<file path="src/hdl/nfa_pkg.sv">
// constants, types and helpers shared by the feature-access host controller
// What this block does
// - command EFh writes, EEh reads, four parameters at one feature address byte
// - host gives exactly one feature address cycle before parameter bytes
// - host waits address_to_data_delay after the address before first parameter
// - one parameter byte per write strobe rising edge, four bytes, P1 first
// - after fourth byte target is busy feature_busy_time; 70h may poll completion
// - host that polled with 70h issues 00h before reading parameter bytes
// - host never issues addressed_status_command around feature read output
// - after busy ends host enables output and reads P1 to P4 in order
package nfa_pkg;

    localparam logic [7:0] CMD_SET_FEAT         = 8'hEF;
    localparam logic [7:0] CMD_GET_FEAT         = 8'hEE;
    localparam logic [7:0] CMD_READ_STATUS      = 8'h70;
    localparam logic [7:0] CMD_ADDRESSED_STATUS = 8'h78;

    localparam logic [7:0] FA_TIMING_MODE = 8'h01;
    localparam logic [7:0] FA_DRIVE       = 8'h80;
    localparam logic [7:0] FA_RB_PULLDOWN = 8'h81;
    localparam logic [7:0] FA_ARRAY_MODE  = 8'h90;

    localparam logic [7:0] MASK_TIMING_P1 = 8'h07;
    localparam logic [7:0] MASK_STRENGTH  = 8'h03;
    localparam logic [7:0] MASK_ARRAY_P1  = 8'h03;

    localparam int          NUM_PARAMS  = 4;
    localparam int          SYNC_STAGES = 2;
    localparam int unsigned CLK_NS      = 5;

    // bus phase minima and busy maxima in ns
    localparam int unsigned WE_LOW_NS                  = 25;
    localparam int unsigned WE_HIGH_NS                 = 15;
    localparam int unsigned RE_LOW_NS                  = 25;
    localparam int unsigned RE_HIGH_NS                 = 15;
    localparam int unsigned ADDRESS_TO_DATA_DELAY_NS   = 70;
    localparam int unsigned WE_TO_BUSY_NS              = 100;
    localparam int unsigned FEATURE_BUSY_TIME_NS       = 1000;
    localparam int unsigned INTERFACE_CHANGE_BUSY_NS   = 2000;

    // least times round up, longest round down
    localparam logic [15:0] WE_LOW_CYC  = 16'((WE_LOW_NS + CLK_NS - 1) / CLK_NS);
    localparam logic [15:0] WE_HIGH_CYC = 16'((WE_HIGH_NS + CLK_NS - 1) / CLK_NS);
    localparam logic [15:0] RE_LOW_CYC  = 16'((RE_LOW_NS + CLK_NS - 1) / CLK_NS + SYNC_STAGES);
    localparam logic [15:0] RE_HIGH_CYC = 16'((RE_HIGH_NS + CLK_NS - 1) / CLK_NS);
    localparam logic [15:0] ADL_CYC     = 16'((ADDRESS_TO_DATA_DELAY_NS + CLK_NS - 1) / CLK_NS);
    localparam logic [15:0] WB_CYC      = 16'((WE_TO_BUSY_NS + CLK_NS - 1) / CLK_NS + SYNC_STAGES);
    localparam logic [15:0] FEAT_CYC    = 16'(FEATURE_BUSY_TIME_NS / CLK_NS);
    localparam logic [15:0] ITC_CYC     = 16'(INTERFACE_CHANGE_BUSY_NS / CLK_NS);

    typedef enum logic [3:0] {
        ST_IDLE, ST_WAIT_IDLE, ST_CMD, ST_ADDR, ST_ADL, ST_WDATA, ST_WB, ST_BUSY, ST_RDATA, ST_DONE
    } nfa_state_t;

    function automatic logic addr_known(input logic [7:0] fa);
        addr_known = (fa == FA_TIMING_MODE) || (fa == FA_DRIVE) || (fa == FA_RB_PULLDOWN) || (fa == FA_ARRAY_MODE);
    endfunction : addr_known

    function automatic logic [7:0] p1_mask(input logic [7:0] fa);
        if (fa == FA_TIMING_MODE) begin
            p1_mask = MASK_TIMING_P1;
        end else if (fa == FA_ARRAY_MODE) begin
            p1_mask = MASK_ARRAY_P1;
        end else begin
            p1_mask = MASK_STRENGTH;
        end
    endfunction : p1_mask

endpackage : nfa_pkg

</file>
<file path="src/hdl/nfa_sync.sv">
// two-flop synchroniser for pin inputs
`timescale 1ns/1ps
module nfa_sync #(
    parameter int WIDTH = 1
) (
    input  wire logic             clk_in,
    input  wire logic             reset_n_in,
    input  wire logic [WIDTH-1:0] async_in,
    output logic      [WIDTH-1:0] sync_out
);
    logic [WIDTH-1:0] meta_reg;
    logic [WIDTH-1:0] sync_reg;

    always_ff @(posedge clk_in or negedge reset_n_in) begin
        if (!reset_n_in) begin
            meta_reg <= '0;
            sync_reg <= '0;
        end else begin
            meta_reg <= async_in;
            sync_reg <= meta_reg;
        end
    end

    assign sync_out = sync_reg;
endmodule : nfa_sync

</file>
<file path="src/hdl/nfa_feature_host.sv">
// host controller issuing feature write and read sequences on the async flash bus
`timescale 1ns/1ps
module nfa_feature_host (
    input  wire logic        clk_in,
    input  wire logic        reset_n_in,
    input  wire logic        cmd_valid_in,
    output logic             cmd_ready_out,
    input  wire logic        cmd_write_in,
    input  wire logic [7:0]  cmd_addr_in,
    input  wire logic [31:0] cmd_wdata_in,
    output logic [31:0]      rdata_out,
    output logic             done_out,
    output logic             error_out,
    output logic             nand_ce_n_out,
    output logic             nand_cle_out,
    output logic             nand_ale_out,
    output logic             nand_we_n_out,
    output logic             nand_re_n_out,
    output logic [7:0]       nand_io_out,
    output logic             nand_io_oe_out,
    input  wire logic [7:0]  nand_io_in,
    input  wire logic        nand_rb_n_in
);
    import nfa_pkg::*;

    nfa_state_t  state_reg, state_next;
    logic        phase_reg, phase_next;
    logic [15:0] cnt_reg, cnt_next;
    logic [1:0]  idx_reg, idx_next;
    logic        write_reg, write_next;
    logic [7:0]  addr_reg, addr_next;
    logic [31:0] wdata_reg, wdata_next;
    logic [31:0] rdata_reg, rdata_next;
    logic        done_reg, done_next;
    logic        error_reg, error_next;
    logic        ce_n_reg, ce_n_next;
    logic        cle_reg, cle_next;
    logic        ale_reg, ale_next;
    logic        we_n_reg, we_n_next;
    logic        re_n_reg, re_n_next;
    logic [7:0]  io_reg, io_next;
    logic        oe_reg, oe_next;

    logic [7:0]  io_sync;
    logic        rb_sync;
    logic [15:0] busy_limit;
    logic        strobe_end;
    logic [31:0] wdata_clean;

    nfa_sync #(.WIDTH(8)) u_io_sync (
        .clk_in    (clk_in),
        .reset_n_in(reset_n_in),
        .async_in  (nand_io_in),
        .sync_out  (io_sync)
    );

    nfa_sync #(.WIDTH(1)) u_rb_sync (
        .clk_in    (clk_in),
        .reset_n_in(reset_n_in),
        .async_in  (nand_rb_n_in),
        .sync_out  (rb_sync)
    );

    always_comb begin
        // reserved bits and bytes forced to zero before they reach the pins
        wdata_clean = {24'h00_0000, cmd_wdata_in[7:0] & p1_mask(cmd_addr_in)};
        // an interface change may keep the target busy longer
        busy_limit  = (write_reg && addr_reg == FA_TIMING_MODE) ? ITC_CYC : FEAT_CYC;
        strobe_end  = phase_reg && (cnt_reg == ((state_reg == ST_RDATA) ? RE_HIGH_CYC : WE_HIGH_CYC) - 16'h0001);

        state_next = state_reg;
        phase_next = phase_reg;
        cnt_next   = cnt_reg + 16'h0001;
        idx_next   = idx_reg;
        write_next = write_reg;
        addr_next  = addr_reg;
        wdata_next = wdata_reg;
        rdata_next = rdata_reg;
        done_next  = 1'b0;
        error_next = 1'b0;

        case (state_reg)
            ST_IDLE: begin
                cnt_next   = 16'h0000;
                phase_next = 1'b0;
                idx_next   = 2'b00;
                if (cmd_valid_in) begin
                    write_next = cmd_write_in;
                    addr_next  = cmd_addr_in;
                    wdata_next = wdata_clean;
                    if (cmd_write_in && !addr_known(cmd_addr_in)) begin
                        // refused locally: reserved addresses are never written
                        error_next = 1'b1;
                        done_next  = 1'b1;
                    end else begin
                        state_next = ST_WAIT_IDLE;
                    end
                end
            end
            ST_WAIT_IDLE: begin
                if (rb_sync) begin
                    // only start while the target reports idle
                    state_next = ST_CMD;
                    cnt_next   = 16'h0000;
                end else if (cnt_reg >= busy_limit) begin
                    error_next = 1'b1;
                    done_next  = 1'b1;
                    state_next = ST_IDLE;
                end
            end
            ST_CMD, ST_ADDR, ST_WDATA: begin
                if (!phase_reg && cnt_reg == WE_LOW_CYC - 16'h0001) begin
                    phase_next = 1'b1;
                    cnt_next   = 16'h0000;
                end else if (strobe_end) begin
                    phase_next = 1'b0;
                    cnt_next   = 16'h0000;
                    if (state_reg == ST_CMD) begin
                        state_next = ST_ADDR;
                    end else if (state_reg == ST_ADDR) begin
                        // single address cycle, then data or busy
                        state_next = write_reg ? ST_ADL : ST_WB;
                    end else begin
                        idx_next = idx_reg + 2'b01;
                        if (idx_reg == 2'(NUM_PARAMS - 1)) begin
                            state_next = ST_WB;
                        end
                    end
                end
            end
            ST_ADL: begin
                if (cnt_reg == ADL_CYC - 16'h0001) begin
                    state_next = ST_WDATA;
                    cnt_next   = 16'h0000;
                end
            end
            ST_WB: begin
                // let the ready pin fall and cross the synchroniser first
                if (cnt_reg == WB_CYC - 16'h0001) begin
                    state_next = ST_BUSY;
                    cnt_next   = 16'h0000;
                end
            end
            ST_BUSY: begin
                if (rb_sync) begin
                    // ready pin replaces 70h polling, so no 00h is ever needed
                    state_next = write_reg ? ST_DONE : ST_RDATA;
                    cnt_next   = 16'h0000;
                    idx_next   = 2'b00;
                    phase_next = 1'b0;
                end else if (cnt_reg >= busy_limit) begin
                    // error has to stand in the same cycle as done
                    error_next = 1'b1;
                    done_next  = 1'b1;
                    state_next = ST_IDLE;
                end
            end
            ST_RDATA: begin
                if (!phase_reg && cnt_reg == RE_LOW_CYC - 16'h0001) begin
                    // sample late enough to cover the two input flops
                    rdata_next[8*idx_reg +: 8] = io_sync;
                    phase_next = 1'b1;
                    cnt_next   = 16'h0000;
                end else if (strobe_end) begin
                    phase_next = 1'b0;
                    cnt_next   = 16'h0000;
                    idx_next   = idx_reg + 2'b01;
                    if (idx_reg == 2'(NUM_PARAMS - 1)) begin
                        state_next = ST_DONE;
                    end
                end
            end
            ST_DONE: begin
                done_next  = 1'b1;
                state_next = ST_IDLE;
            end
            default: begin
                state_next = ST_IDLE;
            end
        endcase

        // pins follow the next state so they leave flip-flops glitch free
        ce_n_next = (state_next == ST_IDLE) || (state_next == ST_WAIT_IDLE) || (state_next == ST_DONE);
        cle_next  = (state_next == ST_CMD);
        ale_next  = (state_next == ST_ADDR);
        oe_next   = (state_next == ST_CMD) || (state_next == ST_ADDR) || (state_next == ST_WDATA);
        we_n_next = !(oe_next && !phase_next);
        re_n_next = !((state_next == ST_RDATA) && !phase_next);
        if (state_next == ST_CMD) begin
            io_next = write_next ? CMD_SET_FEAT : CMD_GET_FEAT;
        end else if (state_next == ST_ADDR) begin
            io_next = addr_next;
        end else if (state_next == ST_WDATA) begin
            io_next = wdata_next[8*idx_next +: 8];
        end else begin
            io_next = 8'h00;
        end
    end

    always_ff @(posedge clk_in or negedge reset_n_in) begin
        if (!reset_n_in) begin
            state_reg <= ST_IDLE;
            phase_reg <= 1'b0;
            cnt_reg   <= 16'h0000;
            idx_reg   <= 2'b00;
            write_reg <= 1'b0;
            addr_reg  <= 8'h00;
            wdata_reg <= 32'h0000_0000;
            rdata_reg <= 32'h0000_0000;
            done_reg  <= 1'b0;
            error_reg <= 1'b0;
            ce_n_reg  <= 1'b1;
            cle_reg   <= 1'b0;
            ale_reg   <= 1'b0;
            we_n_reg  <= 1'b1;
            re_n_reg  <= 1'b1;
            io_reg    <= 8'h00;
            oe_reg    <= 1'b0;
        end else begin
            state_reg <= state_next;
            phase_reg <= phase_next;
            cnt_reg   <= cnt_next;
            idx_reg   <= idx_next;
            write_reg <= write_next;
            addr_reg  <= addr_next;
            wdata_reg <= wdata_next;
            rdata_reg <= rdata_next;
            done_reg  <= done_next;
            error_reg <= error_next;
            ce_n_reg  <= ce_n_next;
            cle_reg   <= cle_next;
            ale_reg   <= ale_next;
            we_n_reg  <= we_n_next;
            re_n_reg  <= re_n_next;
            io_reg    <= io_next;
            oe_reg    <= oe_next;
        end
    end

    assign cmd_ready_out  = (state_reg == ST_IDLE);
    assign rdata_out      = rdata_reg;
    assign done_out       = done_reg;
    assign error_out      = error_reg;
    assign nand_ce_n_out  = ce_n_reg;
    assign nand_cle_out   = cle_reg;
    assign nand_ale_out   = ale_reg;
    assign nand_we_n_out  = we_n_reg;
    assign nand_re_n_out  = re_n_reg;
    assign nand_io_out    = io_reg;
    assign nand_io_oe_out = oe_reg;

    // helper counters read only by the checks below
    logic [1:0]  ale_cnt_reg;
    logic [2:0]  data_cnt_reg;
    logic [15:0] gap_cnt_reg;
    always_ff @(posedge clk_in or negedge reset_n_in) begin
        if (!reset_n_in) begin
            ale_cnt_reg  <= 2'b00;
            data_cnt_reg <= 3'b000;
            gap_cnt_reg  <= 16'h0000;
        end else begin
            ale_cnt_reg  <= (state_reg == ST_IDLE) ? 2'b00 : ale_cnt_reg + 2'((ale_next && !we_n_next && we_n_reg));
            data_cnt_reg <= (state_reg == ST_IDLE) ? 3'b000
                          : data_cnt_reg + 3'((state_next == ST_WDATA) && !we_n_next && we_n_reg);
            gap_cnt_reg  <= (!we_n_reg) ? 16'h0000 : ((gap_cnt_reg == 16'hFFFF) ? gap_cnt_reg : gap_cnt_reg + 16'h0001);
        end
    end

    chk_cmd_code: assert property (@(posedge clk_in) disable iff (!reset_n_in)
        (cle_reg && !we_n_reg) |-> (io_reg == CMD_SET_FEAT || io_reg == CMD_GET_FEAT))
        else $error("command cycle carries an unexpected code");
    chk_addr_once: assert property (@(posedge clk_in) disable iff (!reset_n_in)
        ale_cnt_reg <= 2'b01)
        else $error("more than one address cycle in a feature sequence");
    chk_adl_gap: assert property (@(posedge clk_in) disable iff (!reset_n_in)
        ($fell(we_n_reg) && state_reg == ST_WDATA && idx_reg == 2'b00) |-> $past(gap_cnt_reg) >= ADL_CYC)
        else $error("first parameter byte too soon after the address");
    chk_four_bytes: assert property (@(posedge clk_in) disable iff (!reset_n_in)
        (state_reg == ST_WB && $past(state_reg) == ST_WDATA) |-> data_cnt_reg == 3'd4)
        else $error("feature write did not strobe exactly four bytes");
    chk_busy_quiet: assert property (@(posedge clk_in) disable iff (!reset_n_in)
        (state_reg == ST_BUSY && rb_sync) |=> (state_reg == ST_DONE || state_reg == ST_RDATA) && we_n_reg)
        else $error("ready not followed promptly after busy");
    chk_no_poll: assert property (@(posedge clk_in) disable iff (!reset_n_in)
        cle_reg |-> io_reg != CMD_READ_STATUS)
        else $error("status poll issued during a feature sequence");
    chk_no_addr_status: assert property (@(posedge clk_in) disable iff (!reset_n_in)
        cle_reg |-> io_reg != CMD_ADDRESSED_STATUS)
        else $error("addressed status command issued around feature read");
    chk_read_pulse: assert property (@(posedge clk_in) disable iff (!reset_n_in)
        $fell(re_n_reg) |-> (state_reg == ST_RDATA && !write_reg) ##0 !re_n_reg [*7] ##1 re_n_reg)
        else $error("read strobe outside read phase or wrong width");
    chk_reserved_zero: assert property (@(posedge clk_in) disable iff (!reset_n_in)
        (state_reg == ST_WDATA && !we_n_reg) |->
            (idx_reg == 2'b00 ? ((io_reg & ~p1_mask(addr_reg)) == 8'h00) : (io_reg == 8'h00)))
        else $error("reserved bits driven nonzero");

    cov_write_done: cover property (@(posedge clk_in) disable iff (!reset_n_in) done_reg && write_reg && !error_reg);
    cov_read_done:  cover property (@(posedge clk_in) disable iff (!reset_n_in) done_reg && !write_reg && !error_reg);
    cov_refused:    cover property (@(posedge clk_in) disable iff (!reset_n_in) done_reg && error_reg);
    cov_itc_write:  cover property (@(posedge clk_in) disable iff (!reset_n_in)
        state_reg == ST_BUSY && write_reg && addr_reg == FA_TIMING_MODE);
endmodule : nfa_feature_host

</file>
<file path="config.mk">
export PLATFORM = sky130hd
export DESIGN_NAME = nfa_feature_host
export DESIGN_NICKNAME = d
export VERILOG_FILES = /design/src/hdl/nfa_pkg.sv /design/src/hdl/nfa_sync.sv /design/src/hdl/nfa_feature_host.sv
export SDC_FILE = /design/constraint.sdc
export NUM_CORES = 1
export LEC_CHECK = 0
export BUFFER_PORTS_ARGS = -buffer_cell sky130_fd_sc_hd__buf_2
export CAP_MARGIN = 25
export CORE_ASPECT_RATIO = 2
export CORE_MARGIN = 1
export CORE_UTILIZATION = 36
export DETAILED_ROUTE_END_ITERATION = 8
export GPL_TIMING_DRIVEN = 0
export PLACE_DENSITY = 0.63
export SLEW_MARGIN = 20
export SYNTH_ARGS = -nofsm -noshare
export SYNTH_HDL_FRONTEND = slang
export SYNTH_SLANG_ARGS = --single-unit
</file>
<file path="constraint.sdc">
create_clock -name clk_in -period 5.6 [get_ports clk_in]
set_clock_uncertainty 0.2 [all_clocks]
set_input_delay 0.28 -clock clk_in [delete_from_list [all_inputs] [get_ports clk_in]]
set_output_delay 0.28 -clock clk_in [all_outputs]
set_load 0.02 [all_outputs]
</file>
# Word level (Yosys, flattened, before mapping)
# Cells that the tools add are included.
dict set report word_totals {
  wordCells 136
  output_inout_bits 49
  register_bits 130
  input_bits 53
}
dict set report op_classes {
  eq_ne 26
  n_shift 3
  magnitude_cmp 1
  bitwise 1
  n_addsub 3
  n_mux 57
  n_reduce_logical 24
}
# op count
set ops {}
lappend ops {{16-bit two-way mux} 6}
lappend ops {{16-bit one-hot mux with 6 select lines} 1}
lappend ops {{32-bit two-way mux} 2}
lappend ops {{4-bit two-way mux} 15}
lappend ops {{8-bit two-way mux} 5}
lappend ops {{5-bit negator with 34-bit output} 1}
lappend ops {{8-bit by 34-bit variable shift with 32-bit output, first input constant} 1}
lappend ops {{8-bit by 34-bit indexed part select with 32-bit output} 1}
lappend ops {{32-bit bitwise mux} 1}
lappend ops {{16-bit by 3-bit == test with 1-bit output, second input constant} 2}
lappend ops {{32-bit by 6-bit indexed part select with 8-bit output} 1}
lappend ops {{4-bit one-hot mux with 7 select lines} 1}
lappend ops {{8-bit == test, second input constant} 3}
lappend ops {{4-bit by 3-bit == test with 1-bit output, second input constant} 5}
lappend ops {{16-bit by 1-bit adder with 16-bit output, second input constant} 1}
lappend ops {{16-bit by 2-bit == test with 1-bit output, second input constant} 1}
lappend ops {{16-bit by 4-bit == test with 1-bit output, second input constant} 1}
lappend ops {{16-bit by 5-bit == test with 1-bit output, second input constant} 1}
lappend ops {{4-bit by 2-bit == test with 1-bit output, second input constant} 4}
lappend ops {{4-bit == test, second input constant} 4}
lappend ops {{8-bit by 1-bit == test with 1-bit output, second input constant} 2}
lappend ops {{16-bit by 9-bit greater-or-equal comparator with 1-bit output} 1}
lappend ops {{2-bit two-way mux} 8}
lappend ops {{1-bit two-way mux} 12}
lappend ops {{other kinds (17)} 35}

# Depth between registers and ports, before layout
dict set report depth {
  ltp_word 14
  depth_mapped 12
  depth_no_buf 11
}

# Hierarchy
# A second synthesis with hierarchy kept.
dict set report unflattened {
  hier_cells 569
  area_unflattened_um2 5861.9
}
# mod area_per_inst_um2 instances cells_each seq_area_each_um2
set by_module_without_submodules {}
lappend by_module_without_submodules {nfa_feature_host 5411.4 1 551 2806.4}
lappend by_module_without_submodules {{nfa_sync at u_io_sync} 400.4 1 16 400.4}
lappend by_module_without_submodules {{nfa_sync at u_rb_sync} 50.0 1 2 50.0}

# Worst setup path before layout
# OpenSTA, ideal clock, no wires.
dict set report synth_timing {
  kind {register to register}
  from {register addr_reg[6]}
  to {register io_reg[0] (netlist: nand_io_out[0])}
  period_less_slack_ps 3012
  required_time_ps 5279
  setup_ps 121
  t_arrival_ps 2691
  setup_slack_ps 2588
  n_path_buf 0
  path_stages_with_launch 11
  path_cell_list {dfrtp_1 nor3_1 nand4_1 ha_1 nand4b_1 a31oi_1 or2_1 o2bb2ai_1 or4_4 or4_1 a22o_1}
}
dict set report synth_via {
  elab_chain_cells 11
  word_cells_on_any_way 14
  cone_classes {order compare: 1; eq/ne: 4; mux: 8; reduce/logical: 1}
}
# element line
set synth_lines {}
lappend synth_lines {{start, declared} nfa_feature_host.sv:31} ;# logic [7:0] addr_reg, addr_next;
lappend synth_lines {{start signal, assigned} nfa_feature_host.sv:225} ;# addr_reg <= addr_next;
lappend synth_lines {{8-bit by 1-bit == test with 1-bit output *} nfa_feature_host.sv:68} ;# busy_limit = (write_reg && addr_reg == FA_TIMING_MODE) ? ITC_CYC : FEAT_CYC;
lappend synth_lines {{1-bit logical AND *} nfa_feature_host.sv:68}
lappend synth_lines {{9-bit two-way mux *} nfa_feature_host.sv:68}
lappend synth_lines {{16-bit by 9-bit greater-or-equal comparator with 1-bit output *} {nfa_feature_host.sv:105, nfa_feature_host.sv:151}}
lappend synth_lines {{4-bit two-way mux *} {nfa_feature_host.sv:105, nfa_feature_host.sv:151}}
lappend synth_lines {{4-bit two-way mux (on tied branches)} {nfa_feature_host.sv:145, nfa_feature_host.sv:101}}
lappend synth_lines {{4-bit one-hot mux with 7 select lines *} nfa_feature_host.sv:82} ;# case (state_reg)
lappend synth_lines {{4-bit by 3-bit == test with 1-bit output} n/a}
lappend synth_lines {{8-bit two-way mux} nfa_feature_host.sv:193} ;# end else if (state_next == ST_WDATA) begin
lappend synth_lines {{8-bit two-way mux} nfa_feature_host.sv:191} ;# end else if (state_next == ST_ADDR) begin
lappend synth_lines {{8-bit two-way mux *} nfa_feature_host.sv:189} ;# if (state_next == ST_CMD) begin
lappend synth_lines {{net io_next[0]} nfa_feature_host.sv:41} ;# logic [7:0] io_reg, io_next;
lappend synth_lines {{end signal, assigned} nfa_feature_host.sv:235} ;# io_reg <= io_next;
lappend synth_lines {{end, declared} nfa_feature_host.sv:41}
# Mark *: on every way through the listed nets, which the timed path passes. The rest lies on a longest branch.
# A chain may end at the register's enable or synchronous reset.

# Final worst setup path
# Same ends and word-level chain as after synthesis.

==> results_tabular.tex <==
\begin{tabular}{lr}
\hline
Metric & Value \\
\hline
\multicolumn{2}{l}{\textbf{Status}} \\
\quad Result of the run & finished clean \\
\multicolumn{2}{l}{\textbf{Worst setup path}} \\
\quad Register-to-Register Path Depth & 10 \\
\quad Slack of the worst reg-to-reg path & 2.02 ns \\
\quad Crit path launch & addr\_reg[6] \\
\quad Required time of the critical path & 5.76 ns \\
\quad Highest net fanout along the worst path & 9 \\
\quad Critical path class & flip-flop to flip-flop \\
\quad Critical path arrival & 3.74 ns \\
\quad Worst flop-to-flop path startpoint & addr\_reg[6] \\
\quad Worst Setup End Kind & flip-flop \\
\quad Worst Setup Start Kind & flip-flop \\
\quad Worst reg2reg endpoint & nand\_io\_out[0] \\
\multicolumn{2}{l}{\textbf{Die}} \\
\quad Die outline width & 92.23 um \\
\quad Die ar. & 16830 um\^{}2 \\
\quad Initial core utilization & 0.3696 \\
\quad Std cell rows & 65 \\
\quad I/O pins & 102 \\
\quad Vert. Die Dim & 182.5 um \\
\quad Core region area & 15860 um\^{}2 \\
\multicolumn{2}{l}{\textbf{Synthesis}} \\
\quad Sequential cell area fraction in the yosys report & 0.5556 \\
\quad Combinational family with the most area after synthesis & simple AND/OR/NAND/NOR gates \\
\quad Mapped Avg Cell Area & 10.30 um\^{}2 \\
\quad Leading post-synthesis cells by cell area & sky130\_fd\_sc\_hd\_\_dfrtp\_1, sky130\_fd\_sc\_hd\_\_nand2\_1, sky130\_fd\_sc\_hd\_\_and2\_1 \\
\quad Share of synthesized cell area in full adder, half adder and majority cells & 0.02988 \\
\quad \#FFs+latches synth & 130 \\
\quad Fraction of the mapped netlist area in simple logic gates & 0.2463 \\
\quad Unique masters post-synth & 62 \\
\quad Post-Synth XOR/XNOR Area & 0.02092 \\
\quad Number of nets produced by synthesis & 636 \\
\quad Async SR Flop Fraction & 1.000 \\
\quad Yosys synthesis warning count & 0 \\
\quad Synth area leader & sky130\_fd\_sc\_hd\_\_dfrtp\_1 \\
\quad Post-synth EDFFs & 0 \\
\quad Share of cell area taken by muxes after synthesis & 0.03010 \\
\quad Netlist Area Pre-Place & 5862 um\^{}2 \\
\quad Number of standard cells after synthesis & 569 \\
\quad Area fraction of the dominant cell type after synthesis & 0.5422 \\
\quad Compound-cell area share of the yosys netlist & 0.08837 \\
\quad Predominant post-synthesis flop cell & sky130\_fd\_sc\_hd\_\_dfrtp\_1 \\
\multicolumn{2}{l}{\textbf{Timing}} \\
\quad Finish-stage setup viols & 0 \\
\quad Slew Limit Fails & 0 \\
\quad Slew of the pin with the lowest slew margin & 0.9703 ns \\
\quad Time the worst path needs with I/O delays and setup & 3.580 ns \\
\quad Period utilization & 0.6392 \\
\quad Final Hold Vio Count & 0 \\
\quad Final sum of negative setup slack & 0 ns \\
\quad Rel. slew slack & 0.3482 \\
\quad Peak clock frequency supported by timing & 279.4 MHz \\
\quad Unrepaired setup endpoints after global routing & false \\
\multicolumn{2}{l}{\textbf{Cells and area}} \\
\quad Cell Count, Final, Fillers Out & 896 \\
\quad Fill cell instance count of the final layout & 1495 \\
\quad Multi-input gate area & 2436 um\^{}2 \\
\quad Fraction of layout cells with a size suffix above 1 & 0.1914 \\
\quad Layout overhead on the synthesized area & 24.72\% \\
\quad Share of the core filled with cells in the final layout & 0.4610 \\
\quad Final antenna diode count & 0 \\
\quad Count of nets after finishing & 749 \\
\quad Storage cell area & 3257 um\^{}2 \\
\multicolumn{2}{l}{\textbf{Clocking}} \\
\quad Post-cts gate resize count & 0 \\
\quad Root Buffer & sky130\_fd\_sc\_hd\_\_clkbuf\_16 \\
\quad Register clock-pin slew on the reported worst setup and hold paths & 0.06 ns \\
\quad TritonCTS clock tree & built \\
\quad Post-CTS setup buffers & 0 \\
\quad H-tree lvl count & 4 \\
\quad Largest buffer count on any clock path & 2 \\
\quad Clock latency reported for the late side of the worst-skew pair & 0.42 ns \\
\quad Hold\_buf cts & 21 \\
\quad Number of clock sinks & 130 \\
\quad Number of buffers created by CTS & 17 \\
\multicolumn{2}{l}{\textbf{Global route}} \\
\quad Aggregate global routing overflow & 0 \\
\quad Wire length of the first global-routing pass & 23.74 mm \\
\quad Antenna violations before repair & 0 \\
\quad Largest net degree at the start of global routing & 80 \\
\quad Vias in the first global route & 4761 \\
\quad Total track usage & 0.1864 \\
\multicolumn{2}{l}{\textbf{Hold path}} \\
\quad Hold Path Cell Cnt & 4 \\
\quad Terminating pin of the worst hold path & wdata\_reg[2] \\
\quad Worst Hold Launch & cmd\_wdata\_in[2] \\
\quad Path class of the lowest-slack min-delay path & primary input to flip-flop \\
\multicolumn{2}{l}{\textbf{Route}} \\
\quad Detail-routed net length per standard cell & 16.23 um \\
\quad Via total after detailed routing & 4540 \\
\quad Routed wire length & 14.54 mm \\
\quad DRC & 0 \\
\quad Number of vias per cell & 5.067 \\
\quad Count of nets left with antenna violations after detail routing & 0 \\
\quad First-pass detailed-route iteration total & 5 \\
\quad Initial DRC count & 223 \\
\multicolumn{2}{l}{\textbf{Pwr}} \\
\quad Total power of the final layout & 3.070 mW \\
\quad VDD IR-drop max & 0.2684 mV \\
\quad Leakage power summed over all cells & 3.470 nW \\
\quad Cell area power density & 419.9 nW/um\^{}2 \\
\multicolumn{2}{l}{\textbf{Placed design}} \\
\quad Count of buffers from port buffering & 72 \\
\quad Placed Cells incl. Taps & 843 \\
\quad Placer's final routability congestion estimate & 0.8971 \\
\quad DPL Wire Length & 10.66 mm \\
\multicolumn{2}{l}{\textbf{Job}} \\
\quad MaxCap Viol Count & 0 \\
\hline
\end{tabular}
-- power breakdown --
group	total (mW)	leakage [nW]	switching (mW)	internal (mW)
clock	1.10	0.289	0.429	0.673
combinational	0.831	1.48	0.511	0.320
sequential	1.14	1.70	0.0705	1.07
total	3.07	3.47	1.01	2.06
-- Yosys cell counts (2+ instances only) --
master	count
sky130_fd_sc_hd__nand4_1	6
sky130_fd_sc_hd__ha_1	14
sky130_fd_sc_hd__or2_2	2
sky130_fd_sc_hd__inv_1	12
sky130_fd_sc_hd__clkbuf_1	13
sky130_fd_sc_hd__nor4b_1	3
sky130_fd_sc_hd__nand3_1	15
sky130_fd_sc_hd__and2_1	33
sky130_fd_sc_hd__a21oi_1	8
sky130_fd_sc_hd__and3_1	5
sky130_fd_sc_hd__or2_1	2
sky130_fd_sc_hd__xnor2_1	7
sky130_fd_sc_hd__nand2b_1	12
sky130_fd_sc_hd__mux2i_1	15
sky130_fd_sc_hd__nand4b_1	6
sky130_fd_sc_hd__buf_4	3
sky130_fd_sc_hd__nor2b_1	10
sky130_fd_sc_hd__xor2_1	7
sky130_fd_sc_hd__nor3b_1	5
sky130_fd_sc_hd__a32o_1	5
sky130_fd_sc_hd__or4b_1	2
sky130_fd_sc_hd__a211o_1	6
sky130_fd_sc_hd__a22o_1	3
sky130_fd_sc_hd__buf_6	2
sky130_fd_sc_hd__dfstp_2	3
sky130_fd_sc_hd__a31oi_1	2
sky130_fd_sc_hd__nor2_1	15
sky130_fd_sc_hd__nor3_1	19
sky130_fd_sc_hd__dfrtp_1	127
sky130_fd_sc_hd__or4_1	2
sky130_fd_sc_hd__o21ai_0	40
sky130_fd_sc_hd__o32ai_1	2
sky130_fd_sc_hd__buf_2	6
sky130_fd_sc_hd__nand2_1	128
sky130_fd_sc_hd__or3_1	2
-- critical path, cell delays in order (launching register included) --
cell,delay [ns]
sky130_fd_sc_hd__dfrtp_1,0.38
sky130_fd_sc_hd__nor3_1,0.23
sky130_fd_sc_hd__nand4_1,0.29
sky130_fd_sc_hd__ha_1,0.40
sky130_fd_sc_hd__nand4b_1,0.11
sky130_fd_sc_hd__nand4b_1,0.19
sky130_fd_sc_hd__o311ai_1,0.33
sky130_fd_sc_hd__o2111ai_1,0.33
sky130_fd_sc_hd__nor2_1,0.65
sky130_fd_sc_hd__a21boi_1,0.25
sky130_fd_sc_hd__a22o_1,0.15
-- per-stage QoR --
step	hold WS [ns]	instance area (um^2)	setup WS (ns)
4_1_cts	0.07087	7311	2.041
3_3_place_gp	0.1334	6474	2.144
3_5_place_dp	0.06344	6507	2.094
2_1_floorplan	-0.2156	5862	2.588
5_1_grt	0.09863	7311	1.817
6_report	0.08488	7311	2.020
-- worst max path at each step --
| stage | cells past startpoint | slack, ns | end |
|---|---|---|---|
| finish | 10 | 2.02 | nand_io_out[0] |
| global route | 10 | 1.82 | nand_io_out[0] |
| CTS | 10 | 2.04 | nand_io_out[0] |
| detailed placement | 10 | 2.09 | nand_io_out[0] |
| global placement | 10 | 2.14 | nand_io_out[0] |
| floorplan | 10 | 2.59 | nand_io_out[0] |
-- kinds of logic after synthesis --
group,count (synthesis)
simple gates,280
xor+xnor,14
flops,130
compound gates,78
mux,17
buf+inv,36
fa+ha+maj,14
-- final cells by class --
type / count / area share
Buffer: 24 / 0.01694
Clock buffer: 18 / 0.06007
Clock inverter: 14 / 0.02105
Inverter: 12 / 0.006161
Multi-Input combinational cell: 403 / 0.3332
Sequential cell: 130 / 0.4455
Tap cell: 201 / 0.03440
Timing Repair Buffer: 94 / 0.08266
-- layout by cell type (no fill, tap or decap), types with 5 or more instances in the layout --
master / netlist / final
sky130_fd_sc_hd__and3_1: 5 / 5
sky130_fd_sc_hd__dfrtp_1: 127 / 127
sky130_fd_sc_hd__dlygate4sd3_1: 0 / 21
sky130_fd_sc_hd__clkbuf_16: 0 / 17
sky130_fd_sc_hd__o21ai_0: 40 / 40
sky130_fd_sc_hd__buf_2: 6 / 77
sky130_fd_sc_hd__inv_1: 12 / 12
sky130_fd_sc_hd__nor3_1: 19 / 19
sky130_fd_sc_hd__clkbuf_1: 13 / 13
sky130_fd_sc_hd__a21oi_1: 8 / 8
sky130_fd_sc_hd__nand4b_1: 6 / 6
sky130_fd_sc_hd__a211o_1: 6 / 6
sky130_fd_sc_hd__ha_1: 14 / 14
sky130_fd_sc_hd__mux2i_1: 15 / 15
sky130_fd_sc_hd__nand2_1: 128 / 128
sky130_fd_sc_hd__a32o_1: 5 / 5
sky130_fd_sc_hd__xor2_1: 7 / 7
sky130_fd_sc_hd__nor2b_1: 10 / 10
sky130_fd_sc_hd__nand2b_1: 12 / 12
sky130_fd_sc_hd__nand3_1: 15 / 15
sky130_fd_sc_hd__nor2_1: 15 / 15
sky130_fd_sc_hd__xnor2_1: 7 / 7
sky130_fd_sc_hd__nand4_1: 6 / 6
sky130_fd_sc_hd__nor3b_1: 5 / 5
sky130_fd_sc_hd__and2_1: 33 / 33
-- metal layers --
| metal | GRT usage | up-vias | part of all wire |
|---|---|---|---|
| li1 | - | 2173 | - |
| met1 | 0.1874 | 2210 | 0.37 |
| met2 | 0.3388 | 114 | 0.55 |
| met3 | 0.03208 | 43 | 0.029 |
| met4 | 0.1344 | 0 | 0.053 |
| met5 | 0 | - | 0 |
Note: power is estimated with default switching activity, not from simulation.
